**config.mk**
```make
export PLATFORM = sky130hd
export DESIGN_NAME = cgr_top
export DESIGN_NICKNAME = d
export VERILOG_FILES = /design/src/pkg/cgr_pkg.sv /design/src/pkg/cgr_clk_if.sv /design/src/rtl/cgr_clock_guard.sv /design/src/rtl/cgr_top.sv
export SDC_FILE = /design/constraint.sdc
export NUM_CORES = 1
export LEC_CHECK = 0
export BUFFER_PORTS_ARGS = -buffer_cell sky130_fd_sc_hd__buf_2
export CAP_MARGIN = 20
export CORE_UTILIZATION = 38
export DETAILED_ROUTE_END_ITERATION = 12
export SYNTH_ARGS = -nofsm -noshare
export SYNTH_HDL_FRONTEND = slang
export SYNTH_SLANG_ARGS = --single-unit
```
**constraint.sdc**
```tcl
create_clock -name aclk -period 2.3 [get_ports aclk]
set_input_delay 0.345 -clock aclk [delete_from_list [all_inputs] [get_ports aclk]]
set_output_delay 0.345 -clock aclk [all_outputs]
set_load 0.01 [all_outputs]
```
**src/pkg/cgr_pkg.sv**
```systemverilog
// Functional notes
// - guard active drops oscillator edges arriving faster than the guard ceiling
// - guard enable is a static option input, ceiling is a fixed parameter
// - guard enabled starts backup oscillator after first missing main edge
// - divide select 00 gives /1, 01 gives /2, 10 and 11 give /4
// - divider register is write-only, resets to zero, reads back zero
// - internal reset merges pin, power-on, watchdog and low-voltage sources
// - pin low accepted in any mode and holds reset while low
// - internal reset adds delay so short pin pulses give full reset
// - pin reset in run or wait halts, pulls up inputs, restarts oscillator
// - pin reset in stop starts oscillator, pulls up inputs, then initialises
// - power-on keeps reset, pulled-up inputs and no execution
// - after power-on and oscillator running, count delay then initialise
// - watchdog end of count asserts internal reset, reloading the watchdog
// - watchdog reset restarts like pin reset with full delay
// - low-voltage detector holds reset while supply below reference
// - detector falling threshold lower than rising threshold
// - internal reset sources drive the reset pin low
// - main oscillator off bit stops main and starts backup; clear restarts (backup only starts with guard enabled)
// - backup oscillator stops itself once main oscillator runs again
package cgr_pkg;
	// ****************************************
	// register map
	// ****************************************
	localparam logic [7:0] CGR_DIV_CTRL_ADDR = 8'hdc;
	localparam logic [7:0] CGR_STATUS_ADDR = 8'he0;
	localparam logic [7:0] CGR_CTRL_ADDR = 8'he4;
	localparam logic [7:0] CGR_DIV_CTRL_RST = 8'h00;
	localparam int CGR_DIVSEL_LSB = 0;
	localparam int CGR_MAIN_OSC_OFF_BIT = 0;
	localparam int CGR_SWRST_BIT = 1;
	// ****************************************
	// timing
	// ****************************************
	localparam int CGR_STAB_CYCLES = 64;
	localparam int CGR_MISS_CYCLES = 8;
	localparam int CGR_GUARD_MIN_PERIOD = 4;
	localparam int CGR_BACKUP_LOW_FREQ_OSCILLATOR_HALF = 16;
	typedef enum logic [3:0] {
		CGR_ST_RESET = 4'b0001,
		CGR_ST_WAITOSC = 4'b0010,
		CGR_ST_DELAY = 4'b0100,
		CGR_ST_RUN = 4'b1000
	} cgr_state_t;
endpackage

```
**src/pkg/cgr_clk_if.sv**
```systemverilog
interface cgr_clk_if;
	logic guard_en;
	logic osc_off;
	logic main_tick;
	logic main_running;
	logic backup_active;
	logic clk_tick;
	modport guard (input guard_en, osc_off, main_tick,
		output main_running, backup_active, clk_tick);
	modport top (output guard_en, osc_off, main_tick,
		input main_running, backup_active, clk_tick);
endinterface

```
**src/rtl/cgr_clock_guard.sv**
```systemverilog
module cgr_clock_guard
	import cgr_pkg::*;
#(
	parameter int MISS_CYCLES = CGR_MISS_CYCLES
) (
	input wire logic aclk,
	input wire logic aresetn,
	cgr_clk_if.guard cif
);
	logic [7:0] gap_r;
	logic [7:0] lf_r;
	logic miss_r;
	logic tick_ok;
	// ****************************************
	// spike filter
	// ****************************************
	// edges closer than the ceiling are spikes and dropped
	// gap_r reads one less than the cycles since the last kept edge
	assign tick_ok = cif.main_tick && !cif.osc_off && (!cif.guard_en ||
		gap_r >= 8'(CGR_GUARD_MIN_PERIOD - 1));
	// spikes do not restart the gap, so a fast line is held to the ceiling
	always_ff @(posedge aclk) begin
		if (!aresetn)
			gap_r <= 8'h00;
		else if (tick_ok)
			gap_r <= 8'h00;
		else if (gap_r != 8'hff)
			gap_r <= gap_r + 8'h01;
	end
	// ****************************************
	// missing edge and backup oscillator
	// ****************************************
	always_ff @(posedge aclk) begin
		if (!aresetn)
			miss_r <= 1'b1;
		else if (tick_ok)
			miss_r <= 1'b0;
		else if (cif.guard_en && (cif.osc_off ||
			gap_r >= 8'(MISS_CYCLES)))
			miss_r <= 1'b1;
	end
	always_ff @(posedge aclk) begin
		if (!aresetn || !miss_r || !cif.guard_en)
			lf_r <= 8'h00;
		else if (lf_r == 8'(2 * CGR_BACKUP_LOW_FREQ_OSCILLATOR_HALF - 1))
			lf_r <= 8'h00;
		else
			lf_r <= lf_r + 8'h01;
	end
	assign cif.backup_active = cif.guard_en && miss_r;
	assign cif.main_running = !miss_r;
	assign cif.clk_tick = cif.backup_active ? (lf_r == 8'h00) : tick_ok;
endmodule // cgr_clock_guard

```
**src/rtl/cgr_top.sv**
```systemverilog
module cgr_top
	import cgr_pkg::*;
#(
	parameter int STAB_CYCLES = CGR_STAB_CYCLES,
	parameter int MISS_CYCLES = CGR_MISS_CYCLES
) (
	input wire logic aclk,
	input wire logic aresetn,
	input wire logic [7:0] s_axi_awaddr,
	input wire logic s_axi_awvalid,
	output logic s_axi_awready,
	input wire logic [31:0] s_axi_wdata,
	input wire logic [3:0] s_axi_wstrb,
	input wire logic s_axi_wvalid,
	output logic s_axi_wready,
	output logic [1:0] s_axi_bresp,
	output logic s_axi_bvalid,
	input wire logic s_axi_bready,
	input wire logic [7:0] s_axi_araddr,
	input wire logic s_axi_arvalid,
	output logic s_axi_arready,
	output logic [31:0] s_axi_rdata,
	output logic [1:0] s_axi_rresp,
	output logic s_axi_rvalid,
	input wire logic s_axi_rready,
	input wire logic guard_enable,
	input wire logic lvd_enable,
	input wire logic osc_pin,
	input wire logic reset_pin_in,
	output logic reset_pin_out,
	output logic reset_pin_oe,
	input wire logic por_pulse,
	input wire logic supply_above_rise,
	input wire logic supply_above_fall,
	input wire logic watchdog_eoc,
	input wire logic stop_mode,
	output logic core_reset,
	output logic io_pullup_inputs,
	output logic init_start,
	output logic watchdog_reload,
	output logic osc_restart,
	output logic internal_clk_en,
	output logic backup_osc_on
);
	cgr_clk_if cif();
	logic [2:0] osc_s_r;
	logic [1:0] rst_s_r;
	logic [1:0] por_s_r;
	logic [1:0] lvr_s_r;
	logic [1:0] lvf_s_r;
	logic [1:0] wd_s_r;
	logic [1:0] stop_s_r;
	logic [1:0] divsel_r;
	logic main_osc_off_r;
	logic swrst_r;
	logic lvd_low_r;
	logic internal_src;
	logic any_src;
	logic [15:0] stab_r;
	logic [1:0] div_cnt_r;
	cgr_state_t state_r;
	logic aw_ok;
	logic w_ok;
	logic [7:0] awaddr_r;
	logic [31:0] wdata_r;
	logic wlane_r;
	logic ar_ok;
	logic [7:0] araddr_r;
	// ****************************************
	// helpers
	// ****************************************
	function automatic logic [1:0] div_max(input logic [1:0] sel);
		case (sel)
			2'b00: div_max = 2'd0;
			2'b01: div_max = 2'd1;
			default: div_max = 2'd3;
		endcase
	endfunction
	function automatic logic reg_mapped(input logic [7:0] addr);
		reg_mapped = addr == CGR_DIV_CTRL_ADDR || addr == CGR_STATUS_ADDR ||
			addr == CGR_CTRL_ADDR;
	endfunction
	// ****************************************
	// synchronisers
	// ****************************************
	// every pin but guard_enable and lvd_enable passes two flops before logic reads it
	always_ff @(posedge aclk) begin
		if (!aresetn)
			osc_s_r <= 3'b000;
		else
			osc_s_r <= {osc_s_r[1:0], osc_pin};
	end
	// reset pin idles high, so no false pin reset after release
	always_ff @(posedge aclk) begin
		if (!aresetn)
			rst_s_r <= 2'b11;
		else
			rst_s_r <= {rst_s_r[0], reset_pin_in};
	end
	always_ff @(posedge aclk) begin
		if (!aresetn)
			por_s_r <= 2'b00;
		else
			por_s_r <= {por_s_r[0], por_pulse};
	end
	always_ff @(posedge aclk) begin
		if (!aresetn)
			lvr_s_r <= 2'b11;
		else
			lvr_s_r <= {lvr_s_r[0], supply_above_rise};
	end
	always_ff @(posedge aclk) begin
		if (!aresetn)
			lvf_s_r <= 2'b11;
		else
			lvf_s_r <= {lvf_s_r[0], supply_above_fall};
	end
	always_ff @(posedge aclk) begin
		if (!aresetn)
			wd_s_r <= 2'b00;
		else
			wd_s_r <= {wd_s_r[0], watchdog_eoc};
	end
	always_ff @(posedge aclk) begin
		if (!aresetn)
			stop_s_r <= 2'b00;
		else
			stop_s_r <= {stop_s_r[0], stop_mode};
	end
	// ****************************************
	// clock guard
	// ****************************************
	assign cif.guard_en = guard_enable;
	assign cif.osc_off = main_osc_off_r;
	assign cif.main_tick = osc_s_r[1] && !osc_s_r[2];
	cgr_clock_guard #(.MISS_CYCLES(MISS_CYCLES)) u_guard (
		.aclk(aclk),
		.aresetn(aresetn),
		.cif(cif)
	);
	// ****************************************
	// low voltage detector with hysteresis
	// ****************************************
	always_ff @(posedge aclk) begin
		if (!aresetn)
			lvd_low_r <= 1'b1;
		else if (!lvf_s_r[1])
			lvd_low_r <= 1'b1;
		else if (lvr_s_r[1])
			lvd_low_r <= 1'b0;
	end
	// ****************************************
	// reset merge
	// ****************************************
	assign internal_src = por_s_r[1] || wd_s_r[1] ||
		(lvd_enable && lvd_low_r) || swrst_r;
	// pin held low keeps reset regardless of run, wait or stop
	assign any_src = internal_src || !rst_s_r[1];
	// open drain: pin pulled low while an internal source is active
	assign reset_pin_out = 1'b0;
	assign reset_pin_oe = internal_src;
	// ****************************************
	// sequencer
	// ****************************************
	always_ff @(posedge aclk) begin
		if (!aresetn) begin
			state_r <= CGR_ST_RESET;
			stab_r <= 16'h0000;
		end else if (any_src) begin
			state_r <= CGR_ST_RESET;
			stab_r <= 16'h0000;
		end else begin
			case (state_r)
				CGR_ST_RESET: state_r <= CGR_ST_WAITOSC;
				CGR_ST_WAITOSC: begin
					// delay counts once a clock runs
					if (cif.main_running || cif.backup_active)
						state_r <= CGR_ST_DELAY;
				end
				CGR_ST_DELAY: begin
					if (cif.clk_tick)
						stab_r <= stab_r + 16'h0001;
					if (stab_r == 16'(STAB_CYCLES - 1) && cif.clk_tick)
						state_r <= CGR_ST_RUN;
				end
				CGR_ST_RUN: state_r <= CGR_ST_RUN;
				default: state_r <= CGR_ST_RESET;
			endcase
		end
	end
	assign core_reset = state_r != CGR_ST_RUN;
	assign io_pullup_inputs = core_reset;
	assign osc_restart = state_r == CGR_ST_RESET;
	assign watchdog_reload = core_reset;
	// ****************************************
	// init pulse and divider
	// ****************************************
	always_ff @(posedge aclk) begin
		if (!aresetn)
			init_start <= 1'b0;
		else
			init_start <= state_r == CGR_ST_DELAY && !any_src &&
				cif.clk_tick && stab_r == 16'(STAB_CYCLES - 1);
	end
	always_ff @(posedge aclk) begin
		if (!aresetn || core_reset)
			div_cnt_r <= 2'd0;
		else if (cif.clk_tick)
			div_cnt_r <= (div_cnt_r >= div_max(divsel_r)) ?
				2'd0 : div_cnt_r + 2'd1;
	end
	always_ff @(posedge aclk) begin
		if (!aresetn)
			internal_clk_en <= 1'b0;
		else
			internal_clk_en <= !core_reset && cif.clk_tick &&
				div_cnt_r >= div_max(divsel_r);
	end
	assign backup_osc_on = cif.backup_active;
	// ****************************************
	// axi4-lite write
	// ****************************************
	assign s_axi_awready = !aw_ok && !s_axi_bvalid;
	assign s_axi_wready = !w_ok && !s_axi_bvalid;
	always_ff @(posedge aclk) begin
		if (!aresetn) begin
			aw_ok <= 1'b0;
			w_ok <= 1'b0;
			awaddr_r <= 8'h00;
			wdata_r <= 32'h0000_0000;
			wlane_r <= 1'b0;
			s_axi_bvalid <= 1'b0;
			s_axi_bresp <= 2'b00;
		end else begin
			if (s_axi_awvalid && s_axi_awready) begin
				aw_ok <= 1'b1;
				awaddr_r <= s_axi_awaddr;
			end
			if (s_axi_wvalid && s_axi_wready) begin
				w_ok <= 1'b1;
				wdata_r <= s_axi_wstrb[0] ? s_axi_wdata : 32'h0000_0000;
				wlane_r <= s_axi_wstrb[0];
			end
			if (aw_ok && w_ok) begin
				aw_ok <= 1'b0;
				w_ok <= 1'b0;
				s_axi_bvalid <= 1'b1;
				s_axi_bresp <= reg_mapped(awaddr_r) ? 2'b00 : 2'b10;
			end else if (s_axi_bvalid && s_axi_bready) begin
				s_axi_bvalid <= 1'b0;
			end
		end
	end
	// lane 0 only; a write without it leaves registers alone
	// strobe kept with the data, the live bus may have moved on
	always_ff @(posedge aclk) begin
		if (!aresetn) begin
			divsel_r <= CGR_DIV_CTRL_RST[1:0];
			main_osc_off_r <= 1'b0;
			swrst_r <= 1'b0;
		end else if (aw_ok && w_ok && wlane_r && reg_mapped(awaddr_r)) begin
			swrst_r <= 1'b0;
			if (awaddr_r == CGR_DIV_CTRL_ADDR)
				divsel_r <= wdata_r[CGR_DIVSEL_LSB +: 2];
			if (awaddr_r == CGR_CTRL_ADDR) begin
				main_osc_off_r <= wdata_r[CGR_MAIN_OSC_OFF_BIT];
				swrst_r <= wdata_r[CGR_SWRST_BIT];
			end
		end else begin
			swrst_r <= 1'b0;
			if (core_reset)
				main_osc_off_r <= 1'b0;
		end
	end
	// ****************************************
	// axi4-lite read
	// ****************************************
	assign s_axi_arready = !ar_ok && !s_axi_rvalid;
	always_ff @(posedge aclk) begin
		if (!aresetn) begin
			ar_ok <= 1'b0;
			araddr_r <= 8'h00;
			s_axi_rvalid <= 1'b0;
			s_axi_rdata <= 32'h0000_0000;
			s_axi_rresp <= 2'b00;
		end else if (s_axi_arvalid && s_axi_arready) begin
			ar_ok <= 1'b1;
			araddr_r <= s_axi_araddr;
		end else if (ar_ok) begin
			ar_ok <= 1'b0;
			s_axi_rvalid <= 1'b1;
			s_axi_rresp <= 2'b00;
			s_axi_rdata <= 32'h0000_0000;
			case (araddr_r)
				CGR_DIV_CTRL_ADDR: s_axi_rdata <= 32'h0000_0000;
				CGR_STATUS_ADDR: s_axi_rdata <= {24'h00_0000, lvd_low_r,
					guard_enable, cif.main_running, cif.backup_active,
					state_r};
				CGR_CTRL_ADDR: s_axi_rdata <= {30'h0000_0000, 1'b0,
					main_osc_off_r};
				default: s_axi_rresp <= 2'b10;
			endcase
		end else if (s_axi_rvalid && s_axi_rready) begin
			s_axi_rvalid <= 1'b0;
		end
	end
endmodule // cgr_top

```
* Word level (Yosys, flattened, before mapping)
Cells that the tools add are included.
** Storage, ports and cells
- Bits in registers :: 119
- Output and inout port bits :: 50
** Operators by class
- $add $sub $neg :: 4
- Magnitude comparators :: 4
- Eq/ne operators :: 18
- Multiplexer cells :: 23
- Bitwise operators :: 2
- Reduce and logical (&&, ||, !) cells :: 67
** Operators by type and width (number)
- $eq 8x8->1 const B :: 6
- $logic_and 1x1->1 :: 23
- $add 16x1->16 const B :: 1
- $add 8x1->8 const B :: 2
- $eq 16x6->1 const B :: 1
- $pmux 4 s4 :: 1
- $pmux 8 s2 :: 1
- $mux 2 :: 7
- $reduce_and 2->1 :: 7
- $logic_not 1->1 :: 13
- $logic_or 1x1->1 :: 12
- $mux 1 :: 11
- $eq 8x5->1 const B :: 1
- $ge 8x2->1 const B :: 1
- $ge 8x4->1 const B :: 1
- $logic_not 8->1 :: 1
- $mux 4 :: 2
- $ne 8x8->1 const B :: 1
- $reduce_bool 2->1 :: 4
- $reduce_or 2->1 :: 4
- $ne 2x2->1 const B :: 3
- $eq 4x1->1 const B :: 1
- $eq 4x2->1 const B :: 1
- $eq 4x3->1 const B :: 1
- other kinds (10) :: 12

* Depth between registers and ports, before layout
- Depth after elaboration :: 9
- Mapped depth :: 9
- Gate-level depth less buffers :: 7

* By module
A second synthesis with hierarchy kept.
** Second synthesis, totals
- Cells, all modules :: 466
- Area total of the unflattened synthesis :: 4108.9 µm²
** By module, submodules not included
- cgr_top :: instances 1, cells each 363, area an instance 3174.3 µm², sequential area each 1521.5 µm²
- cgr_clock_guard :: instances 1, cells each 103, area an instance 934.6 µm², sequential area each 340.3 µm²

* Worst setup path before layout
No wires, ideal clock.
- Path kind :: flip-flop to flip-flop
- From :: register u_guard.gap_r[0]
- To :: register div_cnt_r[0]
- Arrival time :: 1.754 ns
- Required time :: 2.186 ns
- Slack :: 0.431 ns
- Stages on the path, launching flop included :: 9
- Path buffers :: 2
- Period minus slack after synthesis :: 1.869 ns
- Cells stage by stage :: dfxtp_1 > ha_1 > or4_4 > o21ai_4 > o21a_4 > buf_6 > buf_8 > mux2i_1 > nor2_1
** Between the ends
- Word-level cells in the longest chain between the ends :: 4
** RTL lines
- start, declared :: line cgr_clock_guard.sv:10 : logic [7:0] gap_r;
- start signal, assigned :: line cgr_clock_guard.sv:28 : gap_r <= gap_r + 8'h01;
- $ge 8x2->1 :: line cgr_clock_guard.sv:20 : gap_r >= 8'(CGR_GUARD_MIN_PERIOD - 1));
- $logic_or 1x1->1 :: line cgr_clock_guard.sv:19 : assign tick_ok = cif.main_tick && !cif.osc_off && (!cif.guard_en ||
- $logic_and 1x1->1 :: line cgr_clock_guard.sv:19
- $mux 1 :: line cgr_clock_guard.sv:52 : assign cif.clk_tick = cif.backup_active ? (lf_r == 8'h00) : tick_ok;
- end signal, assigned :: line cgr_top.sv:209 : div_cnt_r <= (div_cnt_r >= div_max(divsel_r)) ?
- end, declared :: line cgr_top.sv:60 : logic [1:0] div_cnt_r;
Every way passes these cells.
A chain may end at the register's enable or synchronous reset.

* Final worst setup path
- From :: register u_guard.gap_r[0]
- To :: register state_r[3]
** Between the ends
- Word-level cells in the longest chain between the ends :: 7
** RTL lines
- $ge 8x2->1 :: line cgr_clock_guard.sv:20
- $logic_or 1x1->1 :: line cgr_clock_guard.sv:19
- $logic_and 1x1->1 :: line cgr_clock_guard.sv:19
- $mux 1 :: line cgr_clock_guard.sv:52
- $logic_and 1x1->1 :: line cgr_top.sv:183 : if (stab_r == 16'(STAB_CYCLES - 1) && cif.clk_tick)
- $ne 2x2->1 (no source line)
- $reduce_and 2->1 (no source line)
- end signal, assigned :: line cgr_top.sv:184 : state_r <= CGR_ST_RUN;
- end signal, assigned :: line cgr_top.sv:186 : CGR_ST_RUN: state_r <= CGR_ST_RUN;
- end signal, assigned :: line cgr_top.sv:187 : default: state_r <= CGR_ST_RESET;
- end, declared :: line cgr_top.sv:61 : cgr_state_t state_r;
Every way passes these cells.

==> flow_metrics.tcl <==
set metrics [dict create \
    outcome "complete, no violations" \
    maxCapViolCount 0 \
    die_area_um2 11530 \
    grt.busiest_layer "met2" \
    path_class "flip-flop to flip-flop" \
    grt_max_degree 39 \
    grt_pass1_wl_um 13450 \
    vias 3270 \
    r2r-end "state_r[3]" \
    synth_async_sr_flop_share_pct 0 \
    drc 0 \
    crit_start "u_guard.gap_r[0]" \
    htreeDepth 3 \
    synth_cell_types 58 \
    whs_ps 176.0 \
    row_count 38 \
    die_w_um 107.4 \
    setup_tns_ps 0 \
    grt_pass1_vias 2918 \
    cts.sinks 93 \
    fp.dieH_um 107.4 \
    cts_tree "yes" \
    ir_drop_v 0.0003397 \
    combPwrFrac_pct 8.4 \
    p_clk_share_pct 38.3 \
    fmax_mhz 480.7 \
    min_from "supply_above_fall" \
    muxShareOfSynthArea_pct 0.4744 \
    hold_violations 0 \
    vias_per_cell 4.859 \
    dpl.hpwl_um 5809 \
    io_buffers 56 \
    netlist_area_um2 4220 \
    area_growth_pct 12.33 \
    holdPathStages 2 \
    cts_resized 0 \
    drive_gt1_share_pct 17.07 \
    avgRoutedWirePerCell_um 11.81 \
    yosys_warnings 0 \
    worst_slack_ps 219.9 \
    total_power_mw 3.190 \
    seq_area_frac_synth_pct 44.12 \
    max_slew_margin_pct 49.38 \
    synth_edf_count 0 \
    final_cell_mix "dfxtp_1, nand2_1, buf_2" \
    cts_buffers 9 \
    place.gp.congestion 0.7851 \
    synthAdderAreaFrac_pct 2.075 \
    clock_latency_ps 350 \
    use_met3_pct 2.966 \
    p_seq_share_pct 53.3 \
    synth_ff_type "dfxtp_1" \
    arrival_ps 2270 \
    p_int_mw 2.417 \
    clockBufferDepth 2 \
    yosys.area.top_type "dfxtp_1" \
    met1_usage_pct 19.89 \
    num_io_pins 118 \
    grt_overflow 0 \
    final_common_cell "dfxtp_1" \
    worstMarginPinSlew_ps 748.7 \
    start_kind "flip-flop" \
    cp_max_fo 38 \
    synth_top_family_by_area "simple AND/OR/NAND/NOR gates" \
    leakage_nw 1.817 \
    synthCells 473 \
    finalNetCount 603 \
    synth_simple_gate_area_share_pct 27.28 \
    ant_nets 0 \
    switchingPower_uw 773.3 \
    worstPathRequired_ps 2490 \
    finalSetupViolations 0 \
    synth_top_cell_area_share_pct 44.12 \
    syn_area_per_cell_um2 8.922 \
    crit_path_end_kind "flip-flop" \
    core_area_um2 10840 \
    reg2reg_from "u_guard.gap_r[0]" \
    netSwitchingFraction_pct 24.24 \
    clockRootBuffer "clkbuf_8" \
    dp_slack_ps 246.2 \
    antenna_found_initial 0 \
    drt_wl_total_um 7949 \
    period_needed_ps 2080 \
    drt_iter0_drc 101 \
    whs_endpoint "lvf_s_r[0]" \
    synth_xor_area_share_pct 1.868 \
    start_util_pct 38.93 \
    hold_path.class "primary input to flip-flop" \
    grtUsageTotal_pct 14.56 \
    use_met2_pct 22.63 \
    reg2reg_depth 6 \
    synth-compound-area-share_pct 15.09 \
    p_per_area_nw_per_um2 672.9 \
    slew_viol_final 0 \
    ys_top_cells_by_area "dfxtp_1, nand2_1, buf_4" \
    holdBufCountCts 0 \
    clk_pin_slew_ps 90 \
    finClkSkew_ps 16.66 \
    rrSetupSlack_ps 220 \
    ys_ff_latch 93 \
    firstDrtPassIters 4 \
    rsz0062_at_grt "false" \
    antenna_cells 0 \
    min_period_over_period_pct 90.44 \
    cts_setup_buffers 0 \
]
per-stage QoR:
step                instances  instance area (µm²)  util (%)
global placement          657                 4509     41.60
detailed placement        657                 4509     41.60
CTS                       673                 4741     43.73
global route              673                 4741     43.73
floorplan                 499                 4318         -
finish                    673                 4741     43.73
worst max-delay path, cell delays in order (launching register included):
cell and delay, ps:
dfxtp_1 350, ha_1 250, or4_4 450, o21ai_4 200, o21a_4 380, or3_1 210, a221oi_2 70
registers in the layout (all words and copies together) (netlist names), 2 cells and up:
| name | count |
|---|---|
| s_axi_rdata | 8 |
| araddr_r | 8 |
| u_guard.gap_r | 8 |
| divsel_r | 2 |
| awaddr_r | 8 |
| state_r | 4 |
| rst_s_r | 2 |
| stab_r | 16 |
| u_guard.lf_r | 8 |
| por_s_r | 2 |
| wdata_r | 2 |
| lvf_s_r | 2 |
| osc_s_r | 3 |
| lvr_s_r | 2 |
| wd_s_r | 2 |
| div_cnt_r | 2 |
worst max path at each step:
stage | endpoint | slack [ps]
after floorplan | div_cnt_r[0] | 430
after global placement | state_r[3] | 260
after detailed placement | state_r[3] | 250
after CTS | state_r[3] | 220
after global routing | state_r[3] | 100
final | state_r[3] | 220
synth_stat cells, types with 3 or more instances:
library cell	n
o31ai_1	13
a21boi_0	24
xnor2_1	5
nand2b_1	12
a21oi_1	26
nand4_1	8
o211ai_1	3
dfxtp_1	93
xor2_1	4
or3_1	4
nor3_1	6
nand3_1	17
nor4b_1	6
or4_1	14
and3_1	10
nor4_1	3
nor2_1	25
buf_4	29
ha_1	7
buf_6	4
nor2b_1	16
and2_1	12
clkbuf_1	11
inv_1	15
nand2_1	63
o21ai_1	5
power by group through the flow:
stage / Combinational (mW) / Sequential (mW) / Clock, mW
global placement: 0.264 / 1.74 / 0
detailed placement: 0.268 / 1.74 / 0
CTS: 0.269 / 1.70 / 1.26
global route: 0.302 / 1.71 / 1.33
finish: 0.267 / 1.70 / 1.22
floorplan: 0.230 / 1.73 / 0
routing by layer:
metal  wire length (µm)  vias up
met4                 94        0
met3                327        6
li1                   -     1710
met2               3475       66
met5                  0        -
met1               4052     1488
logic make-up (layout without fill, tap and decap cells):
family	count (synthesis)	after routing
multiplexers	2	2
AND/OR/NAND/NOR	210	210
adder cells (fa/ha/maj)	7	7
flip-flops	93	93
buffers and inverters	61	95
other	1	27
XOR/XNOR	9	9
AO/OA/AOI/OAI	90	90
final cells by class:
type / count / area, µm²
flip-flops and latches: 93 / 1862
repair buffers: 64 / 340.3
well taps: 140 / 175.2
clock inverters: 6 / 93.84
clock buffers: 10 / 137.6
multi-input cells: 345 / 2076
inverters: 15 / 56.30
fillers: 1080 / 6100
(Power assumes the default switching activity.)
